`config.mk`:
```
export PLATFORM = sky130hd
export DESIGN_NAME = prd_core
export DESIGN_NICKNAME = d
export VERILOG_FILES = /design/src/include/prd_pkg.sv /design/src/verilog/prd_core.sv
export SDC_FILE = /design/constraint.sdc
export NUM_CORES = 1
export LEC_CHECK = 0
export ABC_AREA = 1
export BUFFER_PORTS_ARGS = -buffer_cell sky130_fd_sc_hd__clkbuf_2
export CORE_MARGIN = 2
export CORE_UTILIZATION = 43
export DETAILED_ROUTE_END_ITERATION = 8
export PLACE_DENSITY = 0.75
export SLEW_MARGIN = 15
export SYNTH_ARGS = -nofsm -noshare
export SYNTH_HDL_FRONTEND = slang
export SYNTH_SLANG_ARGS = --single-unit
```
`constraint.sdc`:
```
create_clock -name clk -period 1.6 [get_ports clk]
set_clock_uncertainty 0.05 [all_clocks]
set_input_delay 0.08 -clock clk [delete_from_list [all_inputs] [get_ports clk]]
set_output_delay 0.08 -clock clk [all_outputs]
set_load 0.05 [all_outputs]
```
`src/include/prd_pkg.sv`:
```
// Package for the reference path, phase detector and lock indicator block
package prd_pkg;
   // Reference mode field encodings
   localparam logic [2:0] REF_MODE_XTAL_OFF = 3'h0;
   localparam logic [2:0] REF_MODE_XTAL_ON = 3'h1;
   localparam logic [2:0] REF_MODE_OUT_LOW = 3'h2;
   localparam logic [2:0] REF_MODE_DIV1 = 3'h3;
   localparam logic [2:0] REF_MODE_DIV2 = 3'h4;
   localparam logic [2:0] REF_MODE_DIV4 = 3'h5;
   localparam logic [2:0] REF_MODE_DIV8 = 3'h6;
   localparam logic [2:0] REF_MODE_DIV16 = 3'h7;
   localparam logic [2:0] REF_MODE_RESET = REF_MODE_DIV8;

   // AHB-Lite register map (byte addresses)
   localparam logic [7:0] ADDR_CONFIG = 8'h00;
   localparam logic [7:0] ADDR_REF_MODE = 8'h04;
   localparam logic [7:0] ADDR_STATUS = 8'h08;

   // Configuration register field positions
   localparam int CFG_CUR_STEP = 1;
   localparam int CFG_CUR_LO = 2;
   localparam int CFG_CUR_HI = 3;
   localparam int CFG_STANDBY = 4;
   localparam int CFG_LOCK_EN = 5;
   localparam int CFG_DET_SEL = 6;
   localparam int CFG_POLARITY = 7;
   localparam logic [7:0] CONFIG_RESET = 8'h00;

   // Status register field positions
   localparam int STS_VCO_UP = 0;
   localparam int STS_REF_UP = 1;
   localparam int STS_HOLD = 2;
   localparam int STS_OSC_ON = 3;

   localparam logic [1:0] HTRANS_NONSEQ = 2'h2;

   typedef enum logic [1:0] {
      PRD_RUN = 2'b00,
      PRD_STANDBY = 2'b01,
      PRD_WAIT_VCO = 2'b10
   } prd_state_t;

   typedef struct packed {
      logic [31:0] haddr;
      logic [1:0] htrans;
      logic hwrite;
      logic hsel;
      logic hready;
      logic [31:0] hwdata;
   } prd_ahb_in_t;

   typedef struct packed {
      logic [31:0] hrdata;
      logic hreadyout;
      logic hresp;
   } prd_ahb_out_t;

   typedef struct packed {
      logic reference_output;
      logic osc_enable;
      logic pd_sink;
      logic pd_source;
      logic pd_oe;
      logic [2:0] pd_current;
      logic vco_pulse_n;
      logic ref_pulse_n;
      logic lock_indicator;
   } prd_pins_t;
endpackage : prd_pkg

```
`src/verilog/prd_core.sv`:
```
// Reference mode control, phase/frequency detectors and lock indicator
`timescale 1ns/1ps
module prd_core
   import prd_pkg::*;
(
   input wire logic clk,
   input wire logic rst,
   input wire logic reference_input,
   input wire logic divided_reference_pulse,
   input wire logic divided_vco_pulse,
   input wire prd_ahb_in_t ahb_in,
   output prd_ahb_out_t ahb_out,
   output prd_pins_t pins,
   output logic ref_counter_run,
   output logic ref_counter_jam
);

   // ----------------------------------------------------------------
   // State
   // ----------------------------------------------------------------
   typedef struct packed {
      prd_state_t state;
      logic [7:0] config_reg;
      logic [2:0] ref_mode;
      logic [2:0] sync_ref_in;
      logic [2:0] sync_ref_p;
      logic [2:0] sync_vco_p;
      logic ref_in_q;
      logic ref_p_q;
      logic vco_p_q;
      logic [3:0] div_count;
      logic ref_up;
      logic vco_up;
      logic ph_wr;
      logic [7:0] ph_addr;
      prd_ahb_out_t bus;
      prd_pins_t pins;
      logic run;
      logic jam;
   } prd_core_t;

   prd_core_t cur;
   prd_core_t next_cur;

   // Agreeing second and third stages form the filtered level
   function automatic logic filt(input logic [2:0] s, input logic prev);
      filt = (s[1] == s[2]) ? s[1] : prev;
   endfunction : filt

   logic ref_in_f;
   logic ref_p_f;
   logic vco_p_f;
   logic ref_edge;
   logic vco_edge;
   logic standby;
   logic det_sel;
   logic detector_polarity;
   logic gate_open;
   logic ref_rise;
   logic vco_rise;
   logic both_up;
   logic div_out;
   logic pd_active;
   logic pair_active;
   logic [31:0] rd_word;

   always_comb begin
      ref_in_f = filt(cur.sync_ref_in, cur.ref_in_q);
      ref_p_f = filt(cur.sync_ref_p, cur.ref_p_q);
      vco_p_f = filt(cur.sync_vco_p, cur.vco_p_q);
      ref_edge = ref_in_f & ~cur.ref_in_q;
      ref_rise = ref_p_f & ~cur.ref_p_q;
      vco_rise = vco_p_f & ~cur.vco_p_q;
      standby = cur.config_reg[CFG_STANDBY];
      det_sel = cur.config_reg[CFG_DET_SEL];
      detector_polarity = cur.config_reg[CFG_POLARITY];
      gate_open = (cur.state == PRD_RUN);
      both_up = cur.ref_up & cur.vco_up;
      pd_active = det_sel & ~standby & gate_open;
      pair_active = ~det_sel & ~standby & gate_open;
      unique case (cur.ref_mode)
         REF_MODE_DIV2: div_out = cur.div_count[0];
         REF_MODE_DIV4: div_out = cur.div_count[1];
         REF_MODE_DIV8: div_out = cur.div_count[2];
         REF_MODE_DIV16: div_out = cur.div_count[3];
         default: div_out = 1'b0;
      endcase
      rd_word = 32'h0000_0000;
      unique case (ahb_in.haddr[7:0])
         ADDR_CONFIG: rd_word[7:0] = cur.config_reg;
         ADDR_REF_MODE: rd_word[2:0] = cur.ref_mode;
         ADDR_STATUS: rd_word[3:0] = {cur.pins.osc_enable, ~gate_open, cur.ref_up, cur.vco_up};
         default: rd_word = 32'h0000_0000;
      endcase
   end

   // ----------------------------------------------------------------
   // Next state
   // ----------------------------------------------------------------
   always_comb begin
      next_cur = cur;
      next_cur.sync_ref_in = {cur.sync_ref_in[1:0], reference_input};
      next_cur.sync_ref_p = {cur.sync_ref_p[1:0], divided_reference_pulse};
      next_cur.sync_vco_p = {cur.sync_vco_p[1:0], divided_vco_pulse};
      next_cur.ref_in_q = ref_in_f;
      next_cur.ref_p_q = ref_p_f;
      next_cur.vco_p_q = vco_p_f;

      // Zero wait states; reads return the value as it stands in the address phase
      next_cur.bus.hreadyout = 1'b1;
      next_cur.bus.hresp = 1'b0;
      next_cur.ph_wr = 1'b0;
      if (ahb_in.hsel && ahb_in.hready && ahb_in.htrans == HTRANS_NONSEQ) begin
         next_cur.ph_wr = ahb_in.hwrite;
         next_cur.ph_addr = ahb_in.haddr[7:0];
         next_cur.bus.hrdata = rd_word;
      end
      if (cur.ph_wr) begin
         unique case (cur.ph_addr)
            ADDR_CONFIG: next_cur.config_reg = ahb_in.hwdata[7:0];
            ADDR_REF_MODE: next_cur.ref_mode = ahb_in.hwdata[2:0];
            default: next_cur.ph_addr = cur.ph_addr;
         endcase
      end

      // standby exit waits for the first divided VCO pulse
      next_cur.jam = 1'b0;
      unique case (cur.state)
         PRD_RUN: if (standby) next_cur.state = PRD_STANDBY;
         PRD_STANDBY: if (!standby) next_cur.state = PRD_WAIT_VCO;
         PRD_WAIT_VCO: begin
            if (standby) begin
               next_cur.state = PRD_STANDBY;
            end else if (vco_rise) begin
               next_cur.state = PRD_RUN;
               next_cur.jam = 1'b1;
            end
         end
         default: next_cur.state = PRD_STANDBY;
      endcase

      // two state flops, cleared together once both are set
      // An edge that arrives in the clearing cycle still sets its flop, so none is lost
      if (!gate_open) begin
         next_cur.ref_up = 1'b0;
         next_cur.vco_up = 1'b0;
      end else begin
         next_cur.ref_up = (cur.ref_up & ~both_up) | ref_rise;
         next_cur.vco_up = (cur.vco_up & ~both_up) | vco_rise;
      end

      // divider on the filtered reference input
      if (ref_edge) next_cur.div_count = cur.div_count + 4'h1;

      // counter runs in every mode except REF_MODE_XTAL_OFF unless standby
      next_cur.run = ~standby & (cur.ref_mode != REF_MODE_XTAL_OFF);
      next_cur.pins.osc_enable = 1'b1;
      next_cur.pins.reference_output = 1'b0;
      unique case (cur.ref_mode)
         REF_MODE_XTAL_OFF: begin
            next_cur.pins.osc_enable = 1'b0;
            next_cur.run = 1'b0;
         end
         REF_MODE_XTAL_ON: next_cur.pins.reference_output = 1'b0;
         // reference path alive, output held low
         REF_MODE_OUT_LOW: next_cur.pins.reference_output = 1'b0;
         REF_MODE_DIV1: next_cur.pins.reference_output = ref_in_f;
         default: next_cur.pins.reference_output = div_out;
      endcase

      // sink on VCO lead, source on lag, inverted by polarity
      next_cur.pins.pd_sink = pd_active & ((cur.vco_up & ~cur.ref_up) ^ detector_polarity ? 1'b1 : 1'b0)
                              & (cur.vco_up ^ cur.ref_up);
      next_cur.pins.pd_source = pd_active & (cur.vco_up ^ cur.ref_up)
                                & ~((cur.vco_up & ~cur.ref_up) ^ detector_polarity);
      // float when deselected or in standby
      next_cur.pins.pd_oe = pd_active & (cur.vco_up ^ cur.ref_up);
      next_cur.pins.pd_current = {cur.config_reg[CFG_CUR_HI], cur.config_reg[CFG_CUR_LO],
                                  cur.config_reg[CFG_CUR_STEP]};
      // pulse pair, swapped by polarity, high when off
      next_cur.pins.vco_pulse_n = ~(pair_active & (detector_polarity ? cur.ref_up : cur.vco_up));
      next_cur.pins.ref_pulse_n = ~(pair_active & (detector_polarity ? cur.vco_up : cur.ref_up));
      // lock indicator gated by lock enable
      if (!cur.config_reg[CFG_LOCK_EN]) begin
         next_cur.pins.lock_indicator = 1'b0;
      end else if (standby) begin
         next_cur.pins.lock_indicator = 1'b1;
      end else begin
         next_cur.pins.lock_indicator = ~(pair_active | pd_active)
            | ~(cur.vco_up | cur.ref_up);
      end
   end

   // ----------------------------------------------------------------
   // Registers
   // ----------------------------------------------------------------
   always_ff @(posedge clk or posedge rst) begin
      if (rst) begin
         cur <= '0;
         cur.state <= PRD_RUN;
         cur.ref_mode <= REF_MODE_RESET;
         cur.config_reg <= CONFIG_RESET;
         cur.bus.hreadyout <= 1'b1;
         cur.pins.vco_pulse_n <= 1'b1;
         cur.pins.ref_pulse_n <= 1'b1;
         cur.pins.osc_enable <= 1'b1;
      end else begin
         cur <= next_cur;
      end
   end

   assign ahb_out = cur.bus;
   assign pins = cur.pins;
   assign ref_counter_run = cur.run;
   assign ref_counter_jam = cur.jam;
endmodule : prd_core

```
==> impl_metrics.toml, run 1 <==
[worst_hold_path]
min_path_type = "input port to register"
min-delay-start = "ahb_in[35]"

[critical_path]
startpoint_type = "register"
crit_chain = "inv_1, nand2_1, nor2_1, nand2_1, nand3_2, nand2_2, nand2_1, nand2_1"
cpPeakStageDelay_ns = 0.38
worstPathRequired_ns = 1.77
cpMostUsedCell = "nand2_1"
cp-startpoint = "cur[47]"
critPathTopFamily = "simple AND/OR/NAND/NOR gates"
critPathKind = "register to register"
regToRegStartpoint = "cur[47]"
worst-path-max-fanout = 9
slowest_stage = "dfrtp_1"
path_buf_inv = 1
end_kind = "register"
cp.arrival_ns = 1.61

[sta]
rsz0062_at_grt = "false"
hold_slack_ns = 0.0474
final_hold_viol_count = 0
final.setup.tns_ns = 0
slew_violations = 0
post-route-period-util = 0.897
setup_viol = 0
period_needed_ns = 1.44
fmax_ghz = 0.697

[drt]
drt_iter0_markers = 115
vias_per_cell = 4.49
drt-total-wl_um = 4960
drtPass1Iterations = 4
ant_nets = 0
vias = 2040
detail_route.wl_per_cell_um = 10.9
drc_errors = 0

[yosys]
yosys.area.top_type = "dfrtp_1"
synth_cells = 315
synth_cell_types = 30
yosysSeqAreaShare = 0.534
synth_warnings = 0
syn-cell-area_um2 = 2870
ys_seq_elements = 61
syn_avg_cell_area_um2 = 9.11
yosys-top-cells-area = "dfrtp_1, buf_4, nand2_1"
synth_top_area_frac = 0.488

[floorplan]
die_w_um = 85.7
die_y_um = 85.7
rows = 29
core_um2 = 6390
die_area_um2 = 7340
start_util = 0.449
io_pins = 121

[global_routing]
grt_most_used_layer = "met2"
antenna_found_initial = 0
grt_pass1_vias = 1959
grt_pass1_wl_um = 8610
gr-total-overflow = 0
met1_usage = 0.190
met3_usage = 0.0433
grt_max_degree = 37
track_usage = 0.151
grt_util_met2 = 0.246

[cells_and_area]
seqCellArea_um2 = 1530
multiInputGateArea_um2 = 916
final_cell_count_no_fill = 454
syn2layout_area_growth_pct = 16.4
final_util = 0.523
n_fill_cell = 593
final_cell_mix = "nand2_1, dfrtp_1, clkbuf_2, inv_1"
drive_gt1_frac = 0.210
diodes = 0
nets = 450
mostFrequentLayoutCell = "nand2_1"

[clock_network]
clock_latency_ns = 0.33
post_cts_buffers = 0
cts_buffers = 9
clk_pin_slew_ns = 0.07
clockBufferDepth = 2
cts_tree = "done"
cts.htree.levels = 3
clkSinkCount = 61
cts-root-buf = "clkbuf_8"

[pwr]
powerDensity_nw_per_um2 = 1210
ir_drop_mv = 0.632
p_leak_nw = 1.82

[placed_design]
port-buffer-count = 46
dp_hpwl_um = 3570
gp_congestion = 0.757
dp.cells = 417

[run_status]
status = "finished clean"

[run]
maxCapViolations = 0
area by class of cell:
class,count,area share
Clock buffer,14,0.0457
Clock inverter,2,0.00300
Inverter,41,0.0472
Multi-Input combinational cell,189,0.274
Sequential cell,61,0.459
Tap cell,77,0.0288
Timing Repair Buffer,70,0.142
worst paths after layout:
check	end	slack, ns	depth (start not counted)
min in group asynchronous	pins[6]	0.18	3
max in group asynchronous	pins[9]	0.80	4
worst min-delay path	cur[48]	0.05	4
worst min register to register	cur[66]	0.30	0
worst max-delay path	cur[54]	0.16	8
worst max register to register	cur[54]	0.16	8
power by group:
| group | internal, W | switching, W |
|---|---|---|
| sequential | 0.00180 | 0.000179 |
| combinational | 0.000281 | 0.000653 |
| clock | 0.000601 | 0.000535 |
sequential cells by signal (all words and copies together), names as in the netlist:
| register | count |
|---|---|
| ref_counter_jam | 1 |
| pins | 11 |
| cur | 40 |
| ahb_out | 8 |
| ref_counter_run | 1 |
stage by stage:
step / power (W) / instance area (um^2) / worst slack (ns)
after floorplan: 0.00279 / 2960 / 0.397
after global placement: 0.00286 / 2960 / 0.183
after detailed placement: 0.00290 / 2960 / 0.158
after CTS: 0.00409 / 3330 / 0.136
after global routing: 0.00431 / 3340 / 0.0133
final: 0.00405 / 3340 / 0.165
repair_timing:
item | in CTS | in global routing
hold endpoints to repair | 78 | 0
setup endpoints to repair | 0 | 1
hold buffers | 21 | 0
resized for setup | 0 | 1
Yosys cell counts (all sizes together):
library cell and count:
nand2 78, dfrtp 56, buf 47, inv 41, nand3 28, nor2 21, o21ai 11, a21oi 6
dfstp 5, ha 4, conb 2, maj3 2, o2111ai 2, o31ai 2, xnor2 2, xor2 2
clkbuf 1, mux2 1, nand4 1, nor3 1, nor4 1, or2 1
metal layers:
metal	up-vias	routed length, um
met4	0	42
met2	62	2370
met3	4	261
met1	956	2290
li1	1018	-
met5	-	0
worst min-delay path, cell delays in order:
cell,delay (ns)
clkbuf_2,0.10
nor3_4,0.08
nand3_1,0.08
nand2_1,0.05
kinds of logic (layout without fill, tap and decap cells):
family | Yosys count | in the layout | share of synthesized area
AND/OR/NAND/NOR | 131 | 131 | 0.198
other | 2 | 26 | 0.00262
AO/OA/AOI/OAI | 21 | 21 | 0.0436
adder cells (fa/ha/maj) | 6 | 6 | 0.0244
buffers and inverters | 89 | 127 | 0.181
flip-flops | 61 | 61 | 0.534
multiplexers | 1 | 1 | 0.00392
XOR/XNOR | 4 | 4 | 0.0122
No activity file was read; power rests on OpenSTA's default activity.
==> run 2: changes to the inputs <==
--- a/config.mk
+++ b/config.mk
@@ -10,6 +10,7 @@
 export CORE_MARGIN = 2
 export CORE_UTILIZATION = 43
 export DETAILED_ROUTE_END_ITERATION = 8
+export GPL_ROUTABILITY_DRIVEN = 0
 export PLACE_DENSITY = 0.75
 export SLEW_MARGIN = 15
 export SYNTH_ARGS = -nofsm -noshare
==> constraint.sdc (replaced) <==
create_clock -name clk -period 1.6 [get_ports clk]
set_clock_uncertainty 0.05 [all_clocks]
set_input_delay 0.24 -clock clk [delete_from_list [all_inputs] [get_ports clk]]
set_output_delay 0.24 -clock clk [all_outputs]
set_load 0.05 [all_outputs]
==> run 2 against run 1 <==
  * Largest cell class unchanged
  * Non-clock buffer count down 16
  * Maximum frequency fell by 1.3%
  * Highest routed layer unchanged
  * Wire length is 0.12% lower
==> impl_metrics.toml, run 2 (synthesis results as in run 1) <==
[critical_path]
end_kind = "register"
r2r_cells = 8
worst-path-max-fanout = 9
rr_endpoint = "cur[49]"
startpoint_type = "register"
rrSetupSlack_ns = 0.15
cp.arrival_ns = 1.62
regToRegStartpoint = "cur[47]"
critPathKind = "register to register"
worstPathRequired_ns = 1.77

[floorplan]
io_pins = 121
die_w_um = 85.7
start_util = 0.449
rows = 29
die_y_um = 85.7
die_area_um2 = 7340
core_um2 = 6390

[sta]
setup_viol = 0
worst_slew_pin_slew_ns = 0.499
slew_violations = 0
slew_headroom = 0.667
rsz0062_at_grt = "false"
fmax_ghz = 0.687
final_hold_viol_count = 0
final.setup.tns_ns = 0
post-route-period-util = 0.909
period_needed_ns = 1.45

[worst_hold_path]
min-delay-start = "ahb_in[34]"
min_path_type = "input port to register"
hold_depth = 3
hold-path-endpoint = "cur[55]"

[drt]
drt-total-wl_um = 4950
ant_nets = 0
wl_met3_um = 309
vias_per_cell = 4.52
dr_wl_met2_um = 2370
detail_route.wl_per_cell_um = 11.3
dr.max_layer_used = "met4"
vias = 1975
drt_iter0_markers = 144
drc_errors = 0
m1WireLength_um = 2190
drtPass1Iterations = 4

[cells_and_area]
diodes = 0
multiInputGateArea_um2 = 916
final_util = 0.498
final_cell_mix = "nand2_1, dfrtp_1, clkbuf_2, inv_1"
largest_reg_flops = 40
seqCellArea_um2 = 1530
syn2layout_area_growth_pct = 10.8
drive_gt1_frac = 0.222
n_fill_cell = 607
nets = 434
mostFrequentLayoutCell = "nand2_1"
top_register = "cur"
design_area_um2 = 3180

[placed_design]
port-buffer-count = 46
place_area_um2 = 2980
dp_hpwl_um = 3760

[clock_network]
cts_buffers = 9
cts_tree = "done"
clk_pin_slew_ns = 0.07
clockBufferDepth = 2
cts-root-buf = "clkbuf_8"
post_cts_buffers = 0
clock_latency_ns = 0.33
clkSinkCount = 61
cts.htree.levels = 3

[global_routing]
grt_pass1_wl_um = 8490
track_usage = 0.149
gr-total-overflow = 0
antenna_found_initial = 0
grt_pass1_vias = 1933
grt_max_degree = 25

[run_status]
status = "finished clean"

[pwr]
fin_total_pwr_w = 0.00398
ir_drop_mv = 0.541
p_leak_nw = 1.75
powerDensity_nw_per_um2 = 1250

[run]
maxCapViolations = 0
==> run 2: cell count changes in the layout (fill, tap and decap cells not counted), sizes merged <==
cell	previous run	this run
clkinv	2	3
dlygate4sd3	21	4
buf	3	4
clkbuf	60	58
==> run 2: how the worst max path moves through the flow <==
stage	slack, ns	cells after the start	startpoint	endpoint
floorplan	0.40	8	cur[51]	cur[47]
global placement	0.17	6	cur[47]	cur[83]
detailed placement	0.14	6	cur[47]	cur[83]
CTS	0.13	6	cur[47]	cur[83]
global route	0.003	8	cur[47]	cur[51]
finish	0.15	8	cur[47]	cur[49]
==> run 2: layout make-up <==
cell class | count | share of cell area
multi-input cells | 189 | 0.288
clock buffers | 12 | 0.0425
well taps | 77 | 0.0303
inverters | 41 | 0.0496
repair buffers | 54 | 0.102
clock inverters | 3 | 0.00472
flip-flops and latches | 61 | 0.482
==> run 2: critical path, stage by stage (launching register included) <==
cell and delay (ns):
dfrtp_1 0.38, inv_1 0.05, nand2_1 0.06, nor2_1 0.24, nand2_1 0.11, nand3_2 0.16
nand2_2 0.15, nand2_1 0.09, nand2_1 0.05
==> run 2: power by group <==
part / switching (W) / leakage (nW) / internal, W
sequential: 0.000181 / 0.730 / 0.00180
clock: 0.000549 / 0.0800 / 0.000546
combinational: 0.000650 / 0.942 / 0.000259
total: 0.00138 / 1.75 / 0.00260
==> run 2: routing by layer <==
layer	vias up	track usage
met1	929	0.180
li1	983	-
met2	56	0.240
met4	0	0.0823
met3	7	0.0423
met5	-	0
==> run 2: repair_timing <==
action | CTS | global route
gates resized for setup | 0 | 1
endpoints found under the hold margin | 20 | 0
hold buffers | 4 | 0
endpoints found under the setup margin | 0 | 4
==> run 2: per-stage QoR <==
stage | std cells | worst slack, ns | hold slack (ns)
after floorplan | 339 | 0.397 | 0.221
after global placement | 418 | 0.175 | 0.233
after detailed placement | 418 | 0.143 | 0.237
after CTS | 437 | 0.131 | 0.0550
after global routing | 437 | 0.00252 | 0.0827
final | 437 | 0.145 | 0.0686
